## src/rtl/pat_cfg.svh

```systemverilog
`ifndef PAT_CFG_SVH
`define PAT_CFG_SVH
// How it works
// - top four address bits pick one entry
// - six-bit page replaces four-bit logical page
// - physical space wider than the logical space
// - segment load fills all sixteen entries
// - segment store returns all sixteen words
// - one eight-bit window constant for all timers
// - translation clears page timer, counts one unit
// - interval end bumps one timer, advances pointer
// - page timers are six bits wide
// - system-only page faults user translation
// - read-only page faults user write
// - no protection checks outside user mode
// - translated write sets modified bit
// - load request clears table position to zero
// - fault withholds the memory strobe
// - interval counter preloaded with inverted constant
`define PAT_ENTRIES 16
`define PAT_PAGE_LSB 0
`define PAT_PAGE_W 6
`define PAT_SYS_BIT 6
`define PAT_RO_BIT 7
`define PAT_MOD_BIT 8
`define PAT_TMR_LSB 9
`define PAT_TMR_W 6
`define PAT_OFS_W 12
`define PAT_RST_ENTRY 16'h0000
`define PAT_RST_WINDOW 8'h00
`define PAT_CNT_FULL 8'hff
`endif

```

## src/rtl/pat_pkg.sv

```systemverilog
package pat_pkg;
  typedef logic [15:0] pat_entry_t;
  typedef logic [3:0] pat_idx_t;
  typedef logic [5:0] pat_page_t;
  typedef logic [5:0] pat_timer_t;
  typedef logic [17:0] pat_paddr_t;
  typedef enum logic [1:0] {pat_idle, pat_load, pat_store, pat_xlate} pat_state_t;
endpackage

```

## src/rtl/pat_tbl_if.sv

```systemverilog
interface pat_tbl_if;
  pat_pkg::pat_idx_t rd_idx;
  pat_pkg::pat_entry_t rd_data;
  logic wr_en;
  pat_pkg::pat_idx_t wr_idx;
  pat_pkg::pat_entry_t wr_data;
  logic inc_en;
  pat_pkg::pat_idx_t inc_idx;
  modport user (output rd_idx, input rd_data, output wr_en, output wr_idx, output wr_data,
                output inc_en, output inc_idx);
  modport table_side (input rd_idx, output rd_data, input wr_en, input wr_idx, input wr_data,
                      input inc_en, input inc_idx);
endinterface

```

## src/rtl/pat_interval.sv

```systemverilog
`include "pat_cfg.svh"
module pat_interval (
  // clock and reset
  input wire logic clock,
  input wire logic rstn,
  // window constant load
  input wire logic load_en,
  input wire logic [7:0] load_value,
  // one pulse per counted translation
  input wire logic tick,
  // timer service
  output logic bump,
  output pat_pkg::pat_idx_t bump_idx,
  output logic armed
);
  logic [7:0] window;
  logic [7:0] count;
  logic first;
  pat_pkg::pat_idx_t ptr;
  logic [7:0] next_window;
  logic [7:0] next_count;
  logic next_first;
  logic next_armed;
  pat_pkg::pat_idx_t next_ptr;
  logic next_bump;
  pat_pkg::pat_idx_t next_bump_idx;

  always_comb
  begin
    next_window = window;
    next_count = count;
    next_first = first;
    next_armed = armed;
    next_ptr = ptr;
    next_bump = 1'b0;
    next_bump_idx = bump_idx;
    if (load_en)
    begin
      next_window = load_value;
      next_armed = 1'b1;
      next_first = 1'b1;
    end
    else if (tick && armed)
    begin
      if (first)
      begin
        next_count = ~window;
        next_first = 1'b0;
      end
      else if (count + 8'h01 == `PAT_CNT_FULL)
      begin
        next_count = ~window;
        next_bump = 1'b1;
        next_bump_idx = ptr;
        next_ptr = ptr + 4'h1;
      end
      else
      begin
        next_count = count + 8'h01;
      end
    end
  end

  always_ff @(posedge clock or negedge rstn)
  begin
    if (!rstn)
    begin
      window <= `PAT_RST_WINDOW;
      count <= 8'h00;
      first <= 1'b0;
      armed <= 1'b0;
      ptr <= 4'h0;
      bump <= 1'b0;
      bump_idx <= 4'h0;
    end
    else
    begin
      window <= next_window;
      count <= next_count;
      first <= next_first;
      armed <= next_armed;
      ptr <= next_ptr;
      bump <= next_bump;
      bump_idx <= next_bump_idx;
    end
  end
endmodule

```

## src/rtl/pat_table.sv

```systemverilog
`include "pat_cfg.svh"
module pat_table (
  // clock and reset
  input wire logic clock,
  input wire logic rstn,
  // table access
  pat_tbl_if.table_side tbl
);
  pat_pkg::pat_entry_t mem [`PAT_ENTRIES];
  pat_pkg::pat_entry_t next_mem [`PAT_ENTRIES];

  // six-bit timer field, wraps on overflow
  function automatic pat_pkg::pat_entry_t bump_timer(input pat_pkg::pat_entry_t e);
    pat_pkg::pat_timer_t t;
    t = e[`PAT_TMR_LSB +: `PAT_TMR_W] + 6'h01;
    bump_timer = e;
    bump_timer[`PAT_TMR_LSB +: `PAT_TMR_W] = t;
  endfunction

  assign tbl.rd_data = mem[tbl.rd_idx];

  always_comb
  begin
    for (int i = 0; i < `PAT_ENTRIES; i++)
    begin
      next_mem[i] = mem[i];
    end
    if (tbl.inc_en)
    begin
      next_mem[tbl.inc_idx] = bump_timer(mem[tbl.inc_idx]);
    end
    // a translation clears the timer anyway, so its write wins
    if (tbl.wr_en)
    begin
      next_mem[tbl.wr_idx] = tbl.wr_data;
    end
  end

  always_ff @(posedge clock or negedge rstn)
  begin
    if (!rstn)
    begin
      for (int i = 0; i < `PAT_ENTRIES; i++)
      begin
        mem[i] <= `PAT_RST_ENTRY;
      end
    end
    else
    begin
      for (int i = 0; i < `PAT_ENTRIES; i++)
      begin
        mem[i] <= next_mem[i];
      end
    end
  end
endmodule

```

## src/rtl/pat_top.sv

```systemverilog
`include "pat_cfg.svh"
module pat_top (
  // clock and reset
  input wire logic clock,
  input wire logic rstn,
  // processor address and mode
  input wire logic [15:0] logical_addr,
  input wire logic translate_req,
  input wire logic write_flag,
  input wire logic user_mode_flag,
  // table and window commands
  input wire logic segment_load_request_n,
  input wire logic segment_store_cmd,
  input wire logic external_reg_write_cmd,
  input wire logic word_strobe,
  input wire logic [15:0] data_in,
  // translated side
  output pat_pkg::pat_paddr_t phys_addr,
  output logic mem_strobe,
  output logic protection_fault_n,
  // word transfer answers
  output logic word_ack,
  output logic window_ack,
  output pat_pkg::pat_entry_t data_out,
  // status
  output logic window_loaded
);
  // pin synchronisers
  logic [6:0] ctl_s1;
  logic [6:0] ctl_s2;
  logic [6:0] ctl_d;
  logic [15:0] addr_s1;
  logic [15:0] addr_s2;
  logic [15:0] din_s1;
  logic [15:0] din_s2;

  always_ff @(posedge clock or negedge rstn)
  begin
    if (!rstn)
    begin
      ctl_s1 <= 7'h08;
      ctl_s2 <= 7'h08;
      ctl_d <= 7'h08;
      addr_s1 <= 16'h0000;
      addr_s2 <= 16'h0000;
      din_s1 <= 16'h0000;
      din_s2 <= 16'h0000;
    end
    else
    begin
      ctl_s1 <= {translate_req, write_flag, user_mode_flag, segment_load_request_n,
                 segment_store_cmd, external_reg_write_cmd, word_strobe};
      ctl_s2 <= ctl_s1;
      ctl_d <= ctl_s2;
      addr_s1 <= logical_addr;
      addr_s2 <= addr_s1;
      din_s1 <= data_in;
      din_s2 <= din_s1;
    end
  end

  logic xl_q;
  logic wr_q;
  logic user_q;
  logic load_n_q;
  logic store_q;
  logic wcmd_q;
  logic strobe_q;
  logic xl_rise;
  logic load_fall;
  logic store_rise;
  logic wcmd_rise;
  logic strobe_rise;
  logic strobe_fall;

  assign xl_q = ctl_s2[6];
  assign wr_q = ctl_s2[5];
  assign user_q = ctl_s2[4];
  assign load_n_q = ctl_s2[3];
  assign store_q = ctl_s2[2];
  assign wcmd_q = ctl_s2[1];
  assign strobe_q = ctl_s2[0];
  assign xl_rise = xl_q && !ctl_d[6];
  assign load_fall = !load_n_q && ctl_d[3];
  assign store_rise = store_q && !ctl_d[2];
  assign wcmd_rise = wcmd_q && !ctl_d[1];
  assign strobe_rise = strobe_q && !ctl_d[0];
  assign strobe_fall = !strobe_q && ctl_d[0];

  // fault decision for one entry
  function automatic logic prot_fault(input pat_pkg::pat_entry_t e, input logic user,
                                      input logic wr);
    prot_fault = user && (e[`PAT_SYS_BIT] || (wr && e[`PAT_RO_BIT]));
  endfunction

  pat_tbl_if tbl ();

  logic tick;
  logic bump;
  pat_pkg::pat_idx_t bump_idx;

  pat_table u_table (
    .clock(clock),
    .rstn(rstn),
    .tbl(tbl.table_side)
  );

  pat_interval u_interval (
    .clock(clock),
    .rstn(rstn),
    .load_en(wcmd_rise),
    .load_value(din_s2[7:0]),
    .tick(tick),
    .bump(bump),
    .bump_idx(bump_idx),
    .armed(window_loaded)
  );

  pat_pkg::pat_state_t state;
  pat_pkg::pat_idx_t pos;
  pat_pkg::pat_state_t next_state;
  pat_pkg::pat_idx_t next_pos;
  pat_pkg::pat_paddr_t next_phys_addr;
  logic next_mem_strobe;
  logic next_protection_fault_n;
  logic next_word_ack;
  logic next_window_ack;
  pat_pkg::pat_entry_t next_data_out;
  pat_pkg::pat_entry_t upd;
  logic fault;

  assign tbl.inc_en = bump;
  assign tbl.inc_idx = bump_idx;
  // store walks the table, everything else looks up the logical page
  assign tbl.rd_idx = (state == pat_pkg::pat_store) ? pos : addr_s2[15:12];
  assign fault = prot_fault(tbl.rd_data, user_q, wr_q);

  always_comb
  begin
    next_state = state;
    next_pos = pos;
    next_phys_addr = phys_addr;
    next_mem_strobe = mem_strobe;
    next_protection_fault_n = protection_fault_n;
    next_word_ack = word_ack;
    next_data_out = data_out;
    next_window_ack = window_ack;
    tbl.wr_en = 1'b0;
    tbl.wr_idx = pos;
    tbl.wr_data = din_s2;
    tick = 1'b0;
    upd = tbl.rd_data;
    upd[`PAT_TMR_LSB +: `PAT_TMR_W] = 6'h00;
    if (wr_q)
    begin
      upd[`PAT_MOD_BIT] = 1'b1;
    end
    if (wcmd_rise)
    begin
      next_window_ack = 1'b1;
    end
    else if (!wcmd_q)
    begin
      next_window_ack = 1'b0;
    end
    case (state)
      pat_pkg::pat_idle:
      begin
        if (load_fall)
        begin
          next_state = pat_pkg::pat_load;
          next_pos = 4'h0;
          next_word_ack = 1'b0;
        end
        else if (store_rise)
        begin
          next_state = pat_pkg::pat_store;
          next_pos = 4'h0;
          next_word_ack = 1'b0;
        end
        else if (xl_rise)
        begin
          next_state = pat_pkg::pat_xlate;
          next_phys_addr = {tbl.rd_data[`PAT_PAGE_LSB +: `PAT_PAGE_W],
                            addr_s2[`PAT_OFS_W-1:0]};
          if (fault)
          begin
            next_protection_fault_n = 1'b0;
            next_mem_strobe = 1'b0;
          end
          else
          begin
            next_mem_strobe = 1'b1;
            tbl.wr_en = 1'b1;
            tbl.wr_idx = addr_s2[15:12];
            tbl.wr_data = upd;
            tick = 1'b1;
          end
        end
      end
      pat_pkg::pat_load:
      begin
        if (strobe_rise)
        begin
          tbl.wr_en = 1'b1;
          tbl.wr_idx = pos;
          tbl.wr_data = din_s2;
          next_pos = pos + 4'h1;
          next_word_ack = 1'b1;
        end
        else if (strobe_fall)
        begin
          next_word_ack = 1'b0;
        end
        else if (load_n_q)
        begin
          next_state = pat_pkg::pat_idle;
          next_word_ack = 1'b0;
        end
      end
      pat_pkg::pat_store:
      begin
        if (strobe_rise)
        begin
          next_data_out = tbl.rd_data;
          next_pos = pos + 4'h1;
          next_word_ack = 1'b1;
        end
        else if (strobe_fall)
        begin
          next_word_ack = 1'b0;
        end
        else if (!store_q)
        begin
          next_state = pat_pkg::pat_idle;
          next_word_ack = 1'b0;
        end
      end
      pat_pkg::pat_xlate:
      begin
        // strobe and fault stand until the processor drops its request
        if (!xl_q)
        begin
          next_state = pat_pkg::pat_idle;
          next_mem_strobe = 1'b0;
          next_protection_fault_n = 1'b1;
        end
      end
      default:
      begin
        next_state = pat_pkg::pat_idle;
      end
    endcase
  end

  always_ff @(posedge clock or negedge rstn)
  begin
    if (!rstn)
    begin
      state <= pat_pkg::pat_idle;
      pos <= 4'h0;
      phys_addr <= 18'h00000;
      mem_strobe <= 1'b0;
      protection_fault_n <= 1'b1;
      word_ack <= 1'b0;
      window_ack <= 1'b0;
      data_out <= 16'h0000;
    end
    else
    begin
      state <= next_state;
      pos <= next_pos;
      phys_addr <= next_phys_addr;
      mem_strobe <= next_mem_strobe;
      protection_fault_n <= next_protection_fault_n;
      word_ack <= next_word_ack;
      window_ack <= next_window_ack;
      data_out <= next_data_out;
    end
  end
endmodule

```

## config.mk

```make
export PLATFORM = sky130hd
export DESIGN_NAME = pat_top
export DESIGN_NICKNAME = d
export VERILOG_FILES = /design/src/rtl/pat_pkg.sv /design/src/rtl/pat_tbl_if.sv /design/src/rtl/pat_interval.sv /design/src/rtl/pat_table.sv /design/src/rtl/pat_top.sv
export VERILOG_INCLUDE_DIRS = /design/src /design/src/rtl
export SDC_FILE = /design/constraint.sdc
export NUM_CORES = 1
export LEC_CHECK = 0
export BUFFER_PORTS_ARGS = -buffer_cell sky130_fd_sc_hd__buf_2
export CAP_MARGIN = 5
export CELL_PAD_IN_SITES_DETAIL_PLACEMENT = 1
export CELL_PAD_IN_SITES_GLOBAL_PLACEMENT = 2
export CORE_ASPECT_RATIO = 1.25
export CORE_MARGIN = 2
export CORE_UTILIZATION = 47
export DETAILED_ROUTE_END_ITERATION = 8
export PLACE_DENSITY_LB_ADDON = 0.25
export RECOVER_POWER = 25
export SYNTH_ARGS = -nofsm -noshare
export SYNTH_HDL_FRONTEND = slang
export SYNTH_HIERARCHICAL = 1
export SYNTH_SLANG_ARGS = --single-unit
```

## constraint.sdc

```tcl
create_clock -name clock -period 16.17 [get_ports clock]
set_input_delay 2.4255 -clock clock [delete_from_list [all_inputs] [get_ports clock]]
set_output_delay 2.4255 -clock clock [all_outputs]
set_load 0.01 [all_outputs]
```

==> flow_metrics.py <==
metrics = {
    "outcome": {
        "status": "finished, violations left",
        "failed_checks": "max-capacitance violations, max-slew violations",
    },
    "sta": {
        "worstMarginPinSlew_ns": 5.59,
        "hold_viol_final": 0,
        "fin_crit_ns": 7.13,
        "setup_ws_ns": 9.04,
        "drv_slew": 108,
        "finalSetupViolCount": 0,
        "slew_headroom": -2.73,
        "finalClockSkew_ns": 0.0196,
        "rsz0062_at_grt": "no",
        "tns_ns": 0,
        "post-route-period-util": 0.441,
        "fmax_ghz": 0.140,
        "whs_ns": 0.347,
    },
    "yosys": {
        "synthDistinctLibCells": 71,
        "netlist_top_cells_area": "dfrtp_1, mux4_2, mux2_2",
        "ys.flop_type": "dfrtp_1",
        "syn_area_mm2": 0.0188,
        "yosysMostFrequentCell": "dfrtp_1",
        "synth_commonest_cells": "dfrtp_1, nand2_1, mux2_2, o21ai_0, mux4_2",
        "syn-mean-instance-area_um2": 12.9,
        "synthArstFlopShare": 1.00,
        "yosysSeqAreaShare": 0.545,
        "synth_edf_count": 0,
        "syn_nets": 1512,
        "netlist_instances": 1462,
        "yosys.area.top_type_share": 0.539,
        "ys_seq_elements": 410,
        "yosys_warnings": 6,
        "synth_area_leader_cell": "dfrtp_1",
    },
    "critical_path": {
        "required_ns": 16.70,
        "start_kind": "input port",
        "path_cells": "clkbuf_1, buf_4",
        "slowest_stage": "clkbuf_1",
        "cp.arrival_ns": 7.66,
        "crit_buf_inv": 2,
        "endpoint_kind": "async pin",
        "path_delay_family": "buffers and inverters",
        "crit_fanout": 107,
        "rrSetupSlack_ns": 10.05,
        "max_stage_delay_ns": 3.83,
        "worstSetupPathType": "in2async",
    },
    "floorplan": {
        "fp.dieH_um": 228,
        "core_region_area_mm2": 0.0398,
        "dieArea_mm2": 0.0417,
        "dieWidth_um": 183,
        "fp-row-count": 82,
        "start_util": 0.473,
        "pin_count": 80,
    },
    "finish": {
        "drive_gt1_frac": 0.310,
        "synthToLayoutAreaGrowth_pct": 11.7,
        "nets": 1547,
        "stdcell_area_mm2": 0.0210,
    },
    "drt": {
        "ant_nets": 0,
        "wl_per_cell_um": 27.3,
        "routed_wl_um": 55500,
        "drt-pass1-iter-count": 5,
        "vias": 12500,
        "vias_per_cell": 6.16,
        "drc_errors": 0,
        "drt-initial-drc-count": 839,
    },
    "placement": {
        "io_buffers": 79,
        "preCtsSetupSlack_ns": 10.14,
        "placed_area_mm2": 0.0196,
        "gp_congestion": 0.870,
        "dpl.hpwl_um": 36600,
    },
    "power_and_ir_drop": {
        "irDropWorstVdd_mv": 0.0786,
        "power_density_mw_per_mm2": 150,
        "p_leak_nw": 9.54,
    },
    "clock_network": {
        "ctsHtreeMaxLevel": 2,
        "cts_tree": "built",
        "postCtsHoldBufs": 0,
        "clockBufferDepth": 3,
        "postCtsSetupRepairBufs": 0,
        "clkTransAtPathRegs_ns": 0.06,
        "cts_root_buf": "clkbuf_16",
        "cts.sinks": 410,
        "cts_resized": 0,
        "cts_buffers": 44,
        "insertion_delay_ns": 0.56,
    },
    "global_route": {
        "grt-ovfl-total": 0,
        "grt_max_degree": 175,
        "grt_pass1_vias": 13700,
        "grt_pass1_wl_um": 85800,
        "grtUsageTotal": 0.274,
        "antenna_found_initial": 5,
    },
    "min_path": {
        "min_path_type": "reg2reg",
    },
    "run": {
        "cap_violations": 1,
    },
}
==> worst paths after layout <==
kind | cells after the start | endpoint | from
setup / recovery | 2 | u_table/mem[136] | rstn
hold / removal | 0 | din_s2[11] | din_s1[11]
setup reg to reg | 14 | u_table/mem[78] | state[0]
hold reg to reg | 0 | din_s2[11] | din_s1[11]
max in group clock | 14 | u_table/mem[78] | state[0]
min in group asynchronous | 1 | addr_s2[8] | rstn
==> power breakdown <==
group          leakage [nW]  internal, mW  switching (mW)  total [mW]
logic                  3.43         0.348           0.470       0.818
registers              5.38          1.20           0.129        1.32
clock network         0.732         0.591           0.420        1.01
total                  9.54          2.13            1.02        3.15
==> per-stage QoR <==
stage	util	total power [mW]	cells
6_report	0.529	3.15	2036
5_1_grt	0.529	3.30	2036
4_1_cts	0.529	3.18	2035
3_5_place_dp	0.492	2.15	1955
3_3_place_gp	0.492	2.12	1955
2_1_floorplan	-	1.86	1462
==> logic make-up (layout without fill, tap and decap cells) <==
family | after synthesis | count (layout) | share of synthesized area
flops | 410 | 410 | 0.545
simple gates | 383 | 383 | 0.0894
mux | 321 | 321 | 0.255
compound gates | 206 | 206 | 0.0694
buf+inv | 122 | 191 | 0.0286
xor+xnor | 11 | 11 | 0.00631
fa+ha+maj | 9 | 9 | 0.00598
other cells | 0 | 1 | 0
==> placed cells by master, fill, tap and decap left out, types with 8 or more instances in the layout <==
cell	count
buf_4	15
o21ai_2	10
clkbuf_8	12
nor2_2	10
and2_1	8
buf_2	77
ha_1	9
inv_1	14
clkinv_2	12
mux4_1	8
mux2_2	148
dfrtp_1	406
a22oi_1	55
clkbuf_16	46
clkbuf_1	10
nand2_1	255
nor2_1	44
mux2i_1	50
o21ai_0	102
mux2_4	12
mux4_2	97
==> sequential cells by signal (all words and copies together), names as in the netlist, 2 cells and up <==
| signal | count |
|---|---|
| addr_s1 | 16 |
| addr_s2 | 16 |
| ctl_d | 5 |
| ctl_s1 | 7 |
| ctl_s2 | 7 |
| data_out | 16 |
| din_s1 | 16 |
| din_s2 | 16 |
| phys_addr | 18 |
| pos | 4 |
| state | 2 |
| u_interval/bump_idx | 4 |
| u_interval/count | 8 |
| u_interval/ptr | 4 |
| u_interval/window | 8 |
| u_table/mem | 256 |
==> layer usage <==
| metal | GRT usage | vias up | routed length [um] |
|---|---|---|---|
| met5 | 0 | - | 28 |
| met3 | 0.0533 | 139 | 3150 |
| met2 | 0.460 | 408 | 27600 |
| li1 | - | 5325 | - |
| met1 | 0.351 | 6660 | 22400 |
| met4 | 0.110 | 4 | 2310 |
==> layout make-up <==
cell class | instances | area, um^2
clock buffers | 64 | 1340
well taps | 504 | 631
repair buffers | 97 | 533
inverters | 14 | 52.6
multi-input cells | 930 | 8100
clock inverters | 16 | 123
flip-flops and latches | 410 | 10300
diodes | 1 | 2.50
fillers | 4011 | 18800
(Power assumes the default switching activity.)
